[config.mk]
export PLATFORM = sky130hd
export DESIGN_NAME = cbcg_core
export DESIGN_NICKNAME = d
export VERILOG_FILES = /design/src/cbcg_pkg.sv /design/src/cbcg_core.sv
export SDC_FILE = /design/constraint.sdc
export NUM_CORES = 1
export LEC_CHECK = 0
export CAP_MARGIN = 20
export CORE_MARGIN = 2
export CORE_UTILIZATION = 45
export CTS_CLUSTER_SIZE = 8
export DETAILED_ROUTE_END_ITERATION = 10
export DONT_BUFFER_PORTS = 1
export PLACE_DENSITY_LB_ADDON = 0.05
export SLEW_MARGIN = 20
export SYNTH_ARGS = -nofsm -noshare
export SYNTH_HDL_FRONTEND = slang
export SYNTH_SLANG_ARGS = --single-unit
[constraint.sdc]
create_clock -name mclk_in -period 3.4 [get_ports mclk_in]
set_input_delay 0.51 -clock mclk_in [delete_from_list [all_inputs] [get_ports mclk_in]]
set_output_delay 0.51 -clock mclk_in [all_outputs]
set_load 0.02 [all_outputs]
[src/cbcg_pkg.sv]
//======================================================================
// Behaviour
// - prescaler codes 10 and 11 divide by 3 and 4
// - bit divider codes select 1 to 3.5 ratios
// - bit rate is clock/prescale/divider/64
// - separate encode/decode dividers share one prescaler
// - filter clock has own prescaler and divider
// - general reset powers down all but oscillator
// - mode code selects ADM, PCM, mu-law, A-law
// - buffered ADM moves one byte per eight bits
// - bit clocks internal or both from receive clock
// - running recovery loop makes receive input analog
// - loop off may bypass and power down filter
// - burst mode keeps receive input plain digital
// - prescaler codes 00 and 01 divide by 1, 2
package cbcg_pkg;
    typedef logic [2:0] cbcg_mode_t;

    // serial control bus addresses
    localparam logic [7:0] ADDR_GEN_RESET = 8'h01;
    localparam logic [7:0] ADDR_MODE      = 8'h70;
    localparam logic [7:0] ADDR_CLKDIV    = 8'h72;
    localparam logic [7:0] ADDR_CLKSRC    = 8'h73;
    localparam logic [7:0] ADDR_STATUS    = 8'h7F;

    // reset values
    localparam logic [15:0] CLKDIV_RESET = 16'h0000;
    localparam logic [15:0] CLKSRC_RESET = 16'h0000;
    localparam cbcg_mode_t  MODE_RESET   = 3'h0;

    // clock divider control fields
    localparam int PRE_LSB   = 6;
    localparam int ENC_LSB   = 3;
    localparam int DEC_LSB   = 0;
    localparam int FPRE_LSB  = 8;
    localparam int FMAIN_LSB = 10;

    // clock source control bits
    localparam int SRC_PLL_BIT    = 7;
    localparam int SRC_RXCLK_BIT  = 5;
    localparam int SRC_BYPASS_BIT = 3;
    localparam int SRC_ANALOG_BIT = 1;

    // codec modes
    localparam cbcg_mode_t MODE_ADM_SERIAL = 3'h0;
    localparam cbcg_mode_t MODE_ADM_BUF    = 3'h1;
    localparam cbcg_mode_t MODE_PCM_LIN    = 3'h2;
    localparam cbcg_mode_t MODE_MU_LAW     = 3'h3;
    localparam cbcg_mode_t MODE_A_LAW      = 3'h4;

    // divider constants, bit ratios held in eighths
    localparam logic [5:0] FRAC_ONE   = 6'h08;
    localparam logic [4:0] FIX_LAST   = 5'h1F;
    localparam logic [4:0] PLL_ALIGN  = 5'h10;
    localparam logic [4:0] FMAIN_UNIT = 5'h04;
    localparam logic [2:0] BYTE_LAST  = 3'h7;
    localparam logic [5:0] BIT_DIV_X8 [0:7] = '{6'h08, 6'h10, 6'h12, 6'h15,
                                                6'h18, 6'h19, 6'h1B, 6'h1C};

    // control bus frame states
    typedef enum logic [2:0] {
        S_ADDR = 3'b001,
        S_DATA = 3'b010,
        S_DONE = 3'b100
    } cbcg_bus_e;

    // synchroniser lanes
    localparam int LN_SCLK = 0;
    localparam int LN_CSN  = 1;
    localparam int LN_CMD  = 2;
    localparam int LN_RXC  = 3;
    localparam int LN_RXD  = 4;
endpackage

[src/cbcg_core.sv]
`timescale 1ns/1ps
`default_nettype none
module cbcg_core (
    input  wire logic              mclk_in,
    input  wire logic              arst_n_in,
    input  wire logic              cbus_clk_in,
    input  wire logic              cbus_csn_in,
    input  wire logic              cbus_cmd_in,
    output var  logic              cbus_reply_out,
    input  wire logic              rx_bit_clk_in,
    input  wire logic              rx_data_in,
    output var  logic              enc_bit_clk_out,
    output var  logic              dec_bit_clk_out,
    output var  logic              switched_cap_filter_clock_out,
    output var  logic              byte_strobe_out,
    output var  cbcg_pkg::cbcg_mode_t codec_mode_out,
    output var  logic              powered_down_out,
    output var  logic              rx_analog_out,
    output var  logic              data_filter_en_out
);
    import cbcg_pkg::*;

    //==================================================================
    // pin synchronisers
    logic [4:0] pins;
    logic [4:0] sync1_q;
    logic [4:0] sync2_q;
    logic [4:0] sync3_q;
    assign pins = {rx_data_in, rx_bit_clk_in, cbus_cmd_in, cbus_csn_in, cbus_clk_in};

    // sync3 only feeds edge detection, never the first stage
    always_ff @(posedge mclk_in or negedge arst_n_in) begin
        if (!arst_n_in) begin
            sync1_q <= 5'h02; // select idles high, no false frame after reset
            sync2_q <= 5'h02;
            sync3_q <= 5'h02;
        end else begin
            sync1_q <= pins;
            sync2_q <= sync1_q;
            sync3_q <= sync2_q;
        end
    end

    //==================================================================
    // control bus slave and registers
    cbcg_bus_e  state_q, state_d;
    logic [7:0] shift_q, shift_d, addr_q, addr_d, hi_q, hi_d, reply_q, reply_d;
    logic [2:0] bitcnt_q, bitcnt_d;
    logic       hi_got_q, hi_got_d, pd_q, pd_d;
    logic [15:0] clkdiv_q, clkdiv_d, clksrc_q, clksrc_d;
    cbcg_mode_t mode_q, mode_d;
    logic       sclk_rise, byte_done, burst, pll_active, src_rx, analog_d, filt_en_d;
    logic [7:0] byte_w, status_w;

    assign sclk_rise = sync2_q[LN_SCLK] & ~sync3_q[LN_SCLK];
    assign byte_w    = {shift_q[6:0], sync2_q[LN_CMD]};
    assign byte_done = ~sync2_q[LN_CSN] & sclk_rise & (bitcnt_q == BYTE_LAST);
    // burst framing owns the receive pin, so it overrides the loop
    assign burst      = (mode_q != MODE_ADM_SERIAL);
    assign pll_active = clksrc_q[SRC_PLL_BIT] & ~burst;
    assign src_rx     = clksrc_q[SRC_RXCLK_BIT] & ~clksrc_q[SRC_BYPASS_BIT] & ~pll_active;
    assign analog_d   = ~burst & (pll_active | clksrc_q[SRC_ANALOG_BIT]);
    assign filt_en_d  = analog_d & ~(clksrc_q[SRC_BYPASS_BIT] & ~pll_active);
    assign status_w   = {pd_q, pll_active, src_rx, rx_analog_out, data_filter_en_out, mode_q};

    // byte framing, msb first, first data byte is the high byte
    always_comb begin
        state_d  = state_q;
        shift_d  = shift_q;
        addr_d   = addr_q;
        hi_d     = hi_q;
        reply_d  = reply_q;
        bitcnt_d = bitcnt_q;
        hi_got_d = hi_got_q;
        pd_d     = pd_q;
        clkdiv_d = clkdiv_q;
        clksrc_d = clksrc_q;
        mode_d   = mode_q;
        if (sync2_q[LN_CSN]) begin
            state_d  = S_ADDR;
            bitcnt_d = 3'h0;
            hi_got_d = 1'b0;
        end else if (sclk_rise) begin
            shift_d  = byte_w;
            reply_d  = {reply_q[6:0], 1'b0};
            bitcnt_d = bitcnt_q + 3'h1;
            if (byte_done) begin
                unique case (state_q)
                    S_ADDR: begin
                        addr_d  = byte_w;
                        state_d = S_DATA;
                        if (byte_w == ADDR_GEN_RESET) begin
                            // only the oscillator keeps running
                            clkdiv_d = CLKDIV_RESET;
                            clksrc_d = CLKSRC_RESET;
                            mode_d   = MODE_RESET;
                            pd_d     = 1'b1;
                            state_d  = S_DONE;
                        end else if (byte_w == ADDR_STATUS) begin
                            reply_d = status_w;
                            state_d = S_DONE;
                        end
                    end
                    S_DATA: begin
                        if (addr_q == ADDR_MODE) begin
                            mode_d  = byte_w[2:0];
                            state_d = S_DONE;
                        end else if ((addr_q == ADDR_CLKDIV) || (addr_q == ADDR_CLKSRC)) begin
                            if (!hi_got_q) begin
                                hi_d     = byte_w;
                                hi_got_d = 1'b1;
                            end else begin
                                state_d = S_DONE;
                                if (addr_q == ADDR_CLKDIV) begin
                                    clkdiv_d = {hi_q, byte_w};
                                    pd_d     = 1'b0;
                                end else begin
                                    clksrc_d = {hi_q, byte_w};
                                end
                            end
                        end else begin
                            state_d = S_DONE; // unmapped, data ignored
                        end
                    end
                    S_DONE: begin
                        state_d = S_DONE;
                    end
                endcase
            end
        end
    end

    always_ff @(posedge mclk_in or negedge arst_n_in) begin
        if (!arst_n_in) begin
            state_q  <= S_ADDR;
            shift_q  <= 8'h00;
            addr_q   <= 8'h00;
            hi_q     <= 8'h00;
            reply_q  <= 8'h00;
            bitcnt_q <= 3'h0;
            hi_got_q <= 1'b0;
            pd_q     <= 1'b1;
            clkdiv_q <= CLKDIV_RESET;
            clksrc_q <= CLKSRC_RESET;
            mode_q   <= MODE_RESET;
        end else begin
            state_q  <= state_d;
            shift_q  <= shift_d;
            addr_q   <= addr_d;
            hi_q     <= hi_d;
            reply_q  <= reply_d;
            bitcnt_q <= bitcnt_d;
            hi_got_q <= hi_got_d;
            pd_q     <= pd_d;
            clkdiv_q <= clkdiv_d;
            clksrc_q <= clksrc_d;
            mode_q   <= mode_d;
        end
    end

    //==================================================================
    // shared bit clock prescaler, divide by code plus one
    logic [1:0] pre_q, pre_d, ps_code;
    logic       pre_tick;
    logic [1:0] bitclk;
    logic       rxd_edge;
    assign ps_code  = clkdiv_q[PRE_LSB +: 2];
    assign pre_tick = ~pd_q & (pre_q == 2'h0);
    assign rxd_edge = sync2_q[LN_RXD] ^ sync3_q[LN_RXD];

    always_comb begin
        pre_d = pd_q ? 2'h0 : (pre_tick ? ps_code : pre_q - 2'h1);
    end

    always_ff @(posedge mclk_in or negedge arst_n_in) begin
        if (!arst_n_in) begin
            pre_q <= 2'h0;
        end else begin
            pre_q <= pre_d;
        end
    end

    //==================================================================
    // per-direction fractional divider and fixed divide by 64
    for (genvar ch = 0; ch < 2; ch++) begin : g_ch
        logic [5:0] acc_q, acc_d, sum, r8;
        logic [4:0] fix_q, fix_d;
        logic       clk_q, clk_d, tick;
        // channel 0 encodes, channel 1 decodes
        assign r8   = BIT_DIV_X8[clkdiv_q[(ch == 0 ? ENC_LSB : DEC_LSB) +: 3]];
        assign sum  = acc_q + FRAC_ONE;
        assign tick = pre_tick & (sum >= r8);
        assign bitclk[ch] = clk_q;

        // eighths accumulator keeps the long-term ratio exact
        always_comb begin
            acc_d = acc_q;
            fix_d = fix_q;
            clk_d = clk_q;
            if (pre_tick) begin
                acc_d = tick ? sum - r8 : sum;
            end
            if (tick) begin
                fix_d = fix_q + 5'h01;
                clk_d = (fix_q == FIX_LAST) ? ~clk_q : clk_q;
            end
            // recovery loop re-centres the decode phase on data edges
            if ((ch == 1) && pll_active && rxd_edge) begin
                fix_d = PLL_ALIGN;
                acc_d = 6'h00;
            end
            if (src_rx) begin
                clk_d = sync2_q[LN_RXC];
            end
            if (pd_q) begin
                acc_d = 6'h00;
                fix_d = 5'h00;
                clk_d = 1'b0;
            end
        end

        always_ff @(posedge mclk_in or negedge arst_n_in) begin
            if (!arst_n_in) begin
                acc_q <= 6'h00;
                fix_q <= 5'h00;
                clk_q <= 1'b0;
            end else begin
                acc_q <= acc_d;
                fix_q <= fix_d;
                clk_q <= clk_d;
            end
        end
    end
    assign enc_bit_clk_out = bitclk[0];
    assign dec_bit_clk_out = bitclk[1];

    //==================================================================
    // byte strobe, status flags and filter clock
    logic       enc_prev_q, strobe_q, strobe_d, scf_q, scf_d;
    logic [2:0] bcnt_q, bcnt_d;
    logic [1:0] fpre_q, fpre_d;
    logic [4:0] fmain_q, fmain_d, fratio;
    logic       ftick, ana_q, filt_q;
    assign fratio = FMAIN_UNIT * ((clkdiv_q[FMAIN_LSB +: 3] == 3'h0) ? 5'h01
                                  : {2'h0, clkdiv_q[FMAIN_LSB +: 3]});
    assign ftick  = ~pd_q & (fpre_q == 2'h0);

    // filter path runs apart from the bit dividers
    always_comb begin
        bcnt_d   = bcnt_q;
        strobe_d = 1'b0;
        if (mode_q != MODE_ADM_BUF) begin
            bcnt_d = 3'h0;
        end else if (bitclk[0] & ~enc_prev_q) begin
            bcnt_d   = bcnt_q + 3'h1;
            strobe_d = (bcnt_q == BYTE_LAST);
        end
        fpre_d  = pd_q ? 2'h0 : (ftick ? clkdiv_q[FPRE_LSB +: 2] : fpre_q - 2'h1);
        fmain_d = fmain_q;
        if (ftick) begin
            fmain_d = (fmain_q >= fratio - 5'h01) ? 5'h00 : fmain_q + 5'h01;
        end
        scf_d = ~pd_q & (fmain_d < (fratio >> 1));
        if (pd_q) begin
            fmain_d = 5'h00;
        end
    end

    always_ff @(posedge mclk_in or negedge arst_n_in) begin
        if (!arst_n_in) begin
            enc_prev_q <= 1'b0;
            strobe_q   <= 1'b0;
            bcnt_q     <= 3'h0;
            fpre_q     <= 2'h0;
            fmain_q    <= 5'h00;
            scf_q      <= 1'b0;
            ana_q      <= 1'b0;
            filt_q     <= 1'b0;
        end else begin
            enc_prev_q <= bitclk[0];
            strobe_q   <= strobe_d;
            bcnt_q     <= bcnt_d;
            fpre_q     <= fpre_d;
            fmain_q    <= fmain_d;
            scf_q      <= scf_d;
            ana_q      <= analog_d;
            filt_q     <= filt_en_d;
        end
    end
    assign cbus_reply_out                = reply_q[7];
    assign switched_cap_filter_clock_out = scf_q;
    assign byte_strobe_out               = strobe_q;
    assign codec_mode_out                = mode_q;
    assign powered_down_out              = pd_q;
    assign rx_analog_out                 = ana_q;
    assign data_filter_en_out            = filt_q;
endmodule
`default_nettype wire

==> results.json <==
{
  "cts.htree.levels": 3,
  "cp_max_fo": 4,
  "cts.path.max_buffers": 2,
  "ys.flop_type": "dfrtp_1",
  "wl_per_cell_um": 16.3,
  "power_density_nw_per_um2": 420,
  "vias": 3855,
  "fp.dieArea_um2": 13700,
  "synth.top_cell.area_share_pct": 45.6,
  "fin_skew_ps": 7.06,
  "die_x_um": 117,
  "yosys-top-cells-count": "105 x dfrtp_1, 40 x nor2_1, 37 x ha_1, 35 x inv_1, 33 x a21oi_1",
  "path_class": "reg2reg",
  "core_area_um2": 12600,
  "die_y_um": 117,
  "top_usage_layer": "met2",
  "fin_nets": 575,
  "start_util_pct": 45.8,
  "period_share_pct": 88.2,
  "grt_util_met1_pct": 25.5,
  "ios": 18,
  "grt_use_total_pct": 18.7,
  "finalHoldViolCount": 0,
  "drc": 0,
  "fmax_mhz": 333,
  "period_needed_ps": 3000,
  "drive_gt1_share_pct": 12.0,
  "ys_types": 70,
  "synth_nets": 573,
  "worstMarginPinSlew_ps": 624,
  "yosys_warnings": 0,
  "dp_hpwl_mm": 7.75,
  "antenna_cells": 0,
  "drv_cap": 0,
  "insertion_delay_ps": 350,
  "cts_resized": 0,
  "netlist_instances": 527,
  "syn_avg_cell_area_um2": 10.9,
  "area.growth.synth_to_final_pct": 8.41,
  "status": "finished clean",
  "cts_tree": "built",
  "wirelength_mm": 11.5,
  "cp.arrival_ps": 3300,
  "hp-class": "in2async",
  "drtPass1Iterations": 5,
  "numCtsBuffers": 9,
  "io_buffers": 0,
  "cts_root_buf": "clkbuf_16",
  "cts.sinks": 109,
  "syn_area_um2": 5760,
  "antenna_left": 0,
  "gp_congestion": 0.862,
  "antenna_found_initial": 0,
  "synth_enable_flop_cells": 0,
  "grt_pass1_wl_mm": 19.6,
  "clk_pin_slew_ps": 70,
  "start_kind": "flop",
  "vdd_drop_max_mv": 0.329,
  "setup_violations": 0,
  "rsz0062_at_grt": "no",
  "row_count": 41,
  "grt_start_max_net_pins": 106,
  "worstPathRequired_ps": 3700,
  "end_kind": "flop",
  "ys_seq_area_share_pct": 47.4,
  "synth_seq_cells": 109,
  "fill_cells": 1143,
  "synth-async-reset-ratio_pct": 100,
  "p_leak_nw": 2.78,
  "synth_most_common_cell": "dfrtp_1",
  "tns_ps": 0,
  "grt_pass1_vias": 3924,
  "overflow": 0,
  "relSlewSlack_pct": 58.4,
  "grt.met2_usage_pct": 28.4,
  "maxSlewViolCount": 0,
  "synth_area_leader_cell": "dfrtp_1",
  "viasPerCell": 5.46,
  "total_power_w": 0.00262,
  "use_met3_pct": 5.92,
  "drtIter0Drc": 305,
  "synthTopCellsByArea": "dfrtp_1 46%, ha_1 8.0%, mux2_2 3.9%, mux2i_1 3.1%, a21oi_1 2.9%"
}
==> registers in the layout (all words and copies together) (netlist names), 2 cells and up <==
signal          flops
bcnt_q              3
g_ch.acc_q         12
state_q             3
sync1_q             5
reply_q             8
pre_q               2
hi_q                5
fmain_q             5
g_ch.fix_q         10
clksrc_q            4
sync3_q             2
addr_q              8
clkdiv_q           13
fpre_q              2
codec_mode_out      3
shift_q             7
bitcnt_q            3
sync2_q             5
==> cell type report <==
type                            instances  area, µm²  area share (%)
Multi-Input combinational cell        367       2820            45.2
Sequential cell                       109       2730            43.8
Clock buffer                           11        233            3.73
Tap cell                              172        215            3.45
Inverter                               35        131            2.10
Timing Repair Buffer                    7       75.1            1.20
Clock inverter                          5       35.0           0.561
==> per-stage QoR <==
| step | setup WS [ps] | util [%] | area [µm²] | instances | hold slack, ps |
|---|---|---|---|---|---|
| after detailed placement | 417 | 47.2 | 5940 | 688 | 220 |
| after floorplan | 674 | - | 5760 | 527 | 214 |
| after global placement | 535 | 47.2 | 5940 | 688 | 219 |
| after global routing | 186 | 49.7 | 6240 | 706 | 110 |
| after CTS | 388 | 49.7 | 6240 | 706 | 116 |
| final | 401 | 49.7 | 6240 | 706 | 86.6 |
==> worst max-delay path, stage by stage (launching register included) <==
cell	delay, ps
dfrtp_1	420
o21bai_1	220
inv_1	90
ha_1	280
ha_1	270
inv_1	50
o21bai_1	210
a21oi_1	130
a32o_1	260
ha_1	280
a21o_1	160
a211oi_1	220
o21ai_0	110
o21ba_2	230
==> where the power goes <==
group | switching, W | internal (W)
Clock | 0.000478 | 0.000499
Sequential | 0.000116 | 0.00137
Combinational | 0.0000777 | 0.0000774
Total | 0.000672 | 0.00195
==> timing repair <==
| item | in CTS | in global routing |
|---|---|---|
| hold buffers | 2 | 0 |
| setup buffers | 0 | 0 |
| endpoints found under the hold margin | 105 | 0 |
==> routing by layer <==
layer  vias up  part of all wire [%]
met5         -                     0
met4         0                   1.9
met3        12                   3.9
met2        64                    45
met1      1878                    49
li1       1901                     -
==> placed cells by master, fill, tap and decap left out, drive strengths merged, types with 3 or more instances in the layout <==
master | synthesis | final
dfrtp | 105 | 105
nor2 | 42 | 42
ha | 37 | 37
inv | 35 | 36
a21oi | 33 | 33
nand2 | 28 | 28
mux2 | 23 | 23
mux2i | 18 | 18
a22o | 17 | 17
o21ai | 15 | 15
nand2b | 14 | 14
clkbuf | 10 | 11
nor2b | 10 | 10
nor3b | 10 | 10
nor3 | 8 | 8
nand3 | 8 | 8
xor2 | 7 | 7
xnor2 | 6 | 6
buf | 6 | 6
a211oi | 6 | 6
o21bai | 5 | 5
a21o | 5 | 5
nand4 | 5 | 5
o21a | 5 | 5
nand3b | 4 | 4
and3 | 4 | 4
dfstp | 4 | 4
a211o | 3 | 3
and2 | 3 | 3
or3b | 3 | 3
o211ai | 3 | 3
a32o | 3 | 3
o32ai | 3 | 3
o31a | 3 | 3
o31ai | 3 | 3
clkinv | 0 | 3
==> path summary, 6_finish.rpt <==
kind,slack [ps],startpoint,endpoint,cells after the start
max reg2reg,400,clkdiv_q[12],switched_cap_filter_clock_out,13
max in group asynchronous,2560,arst_n_in,sync1_q[1],1
min reg2reg,350,sync1_q[2],sync2_q[2],0
min,90,arst_n_in,g_ch[0].acc_q[0],1
max,400,clkdiv_q[12],switched_cap_filter_clock_out,13
min in group mclk_in,150,cbus_csn_in,sync1_q[1],0
==> logic make-up after synthesis <==
logic type | Yosys count | synth area share (%)
and+or+nand+nor | 152 | 15.3
AOI/OAI and AO/OA | 122 | 15.4
DFF | 109 | 47.4
buffers and inverters | 51 | 3.56
muxes | 41 | 7.63
adders and majority gates | 39 | 8.73
xor gates and xnor gates | 13 | 1.98
Power figures use the tool's default switching activity.
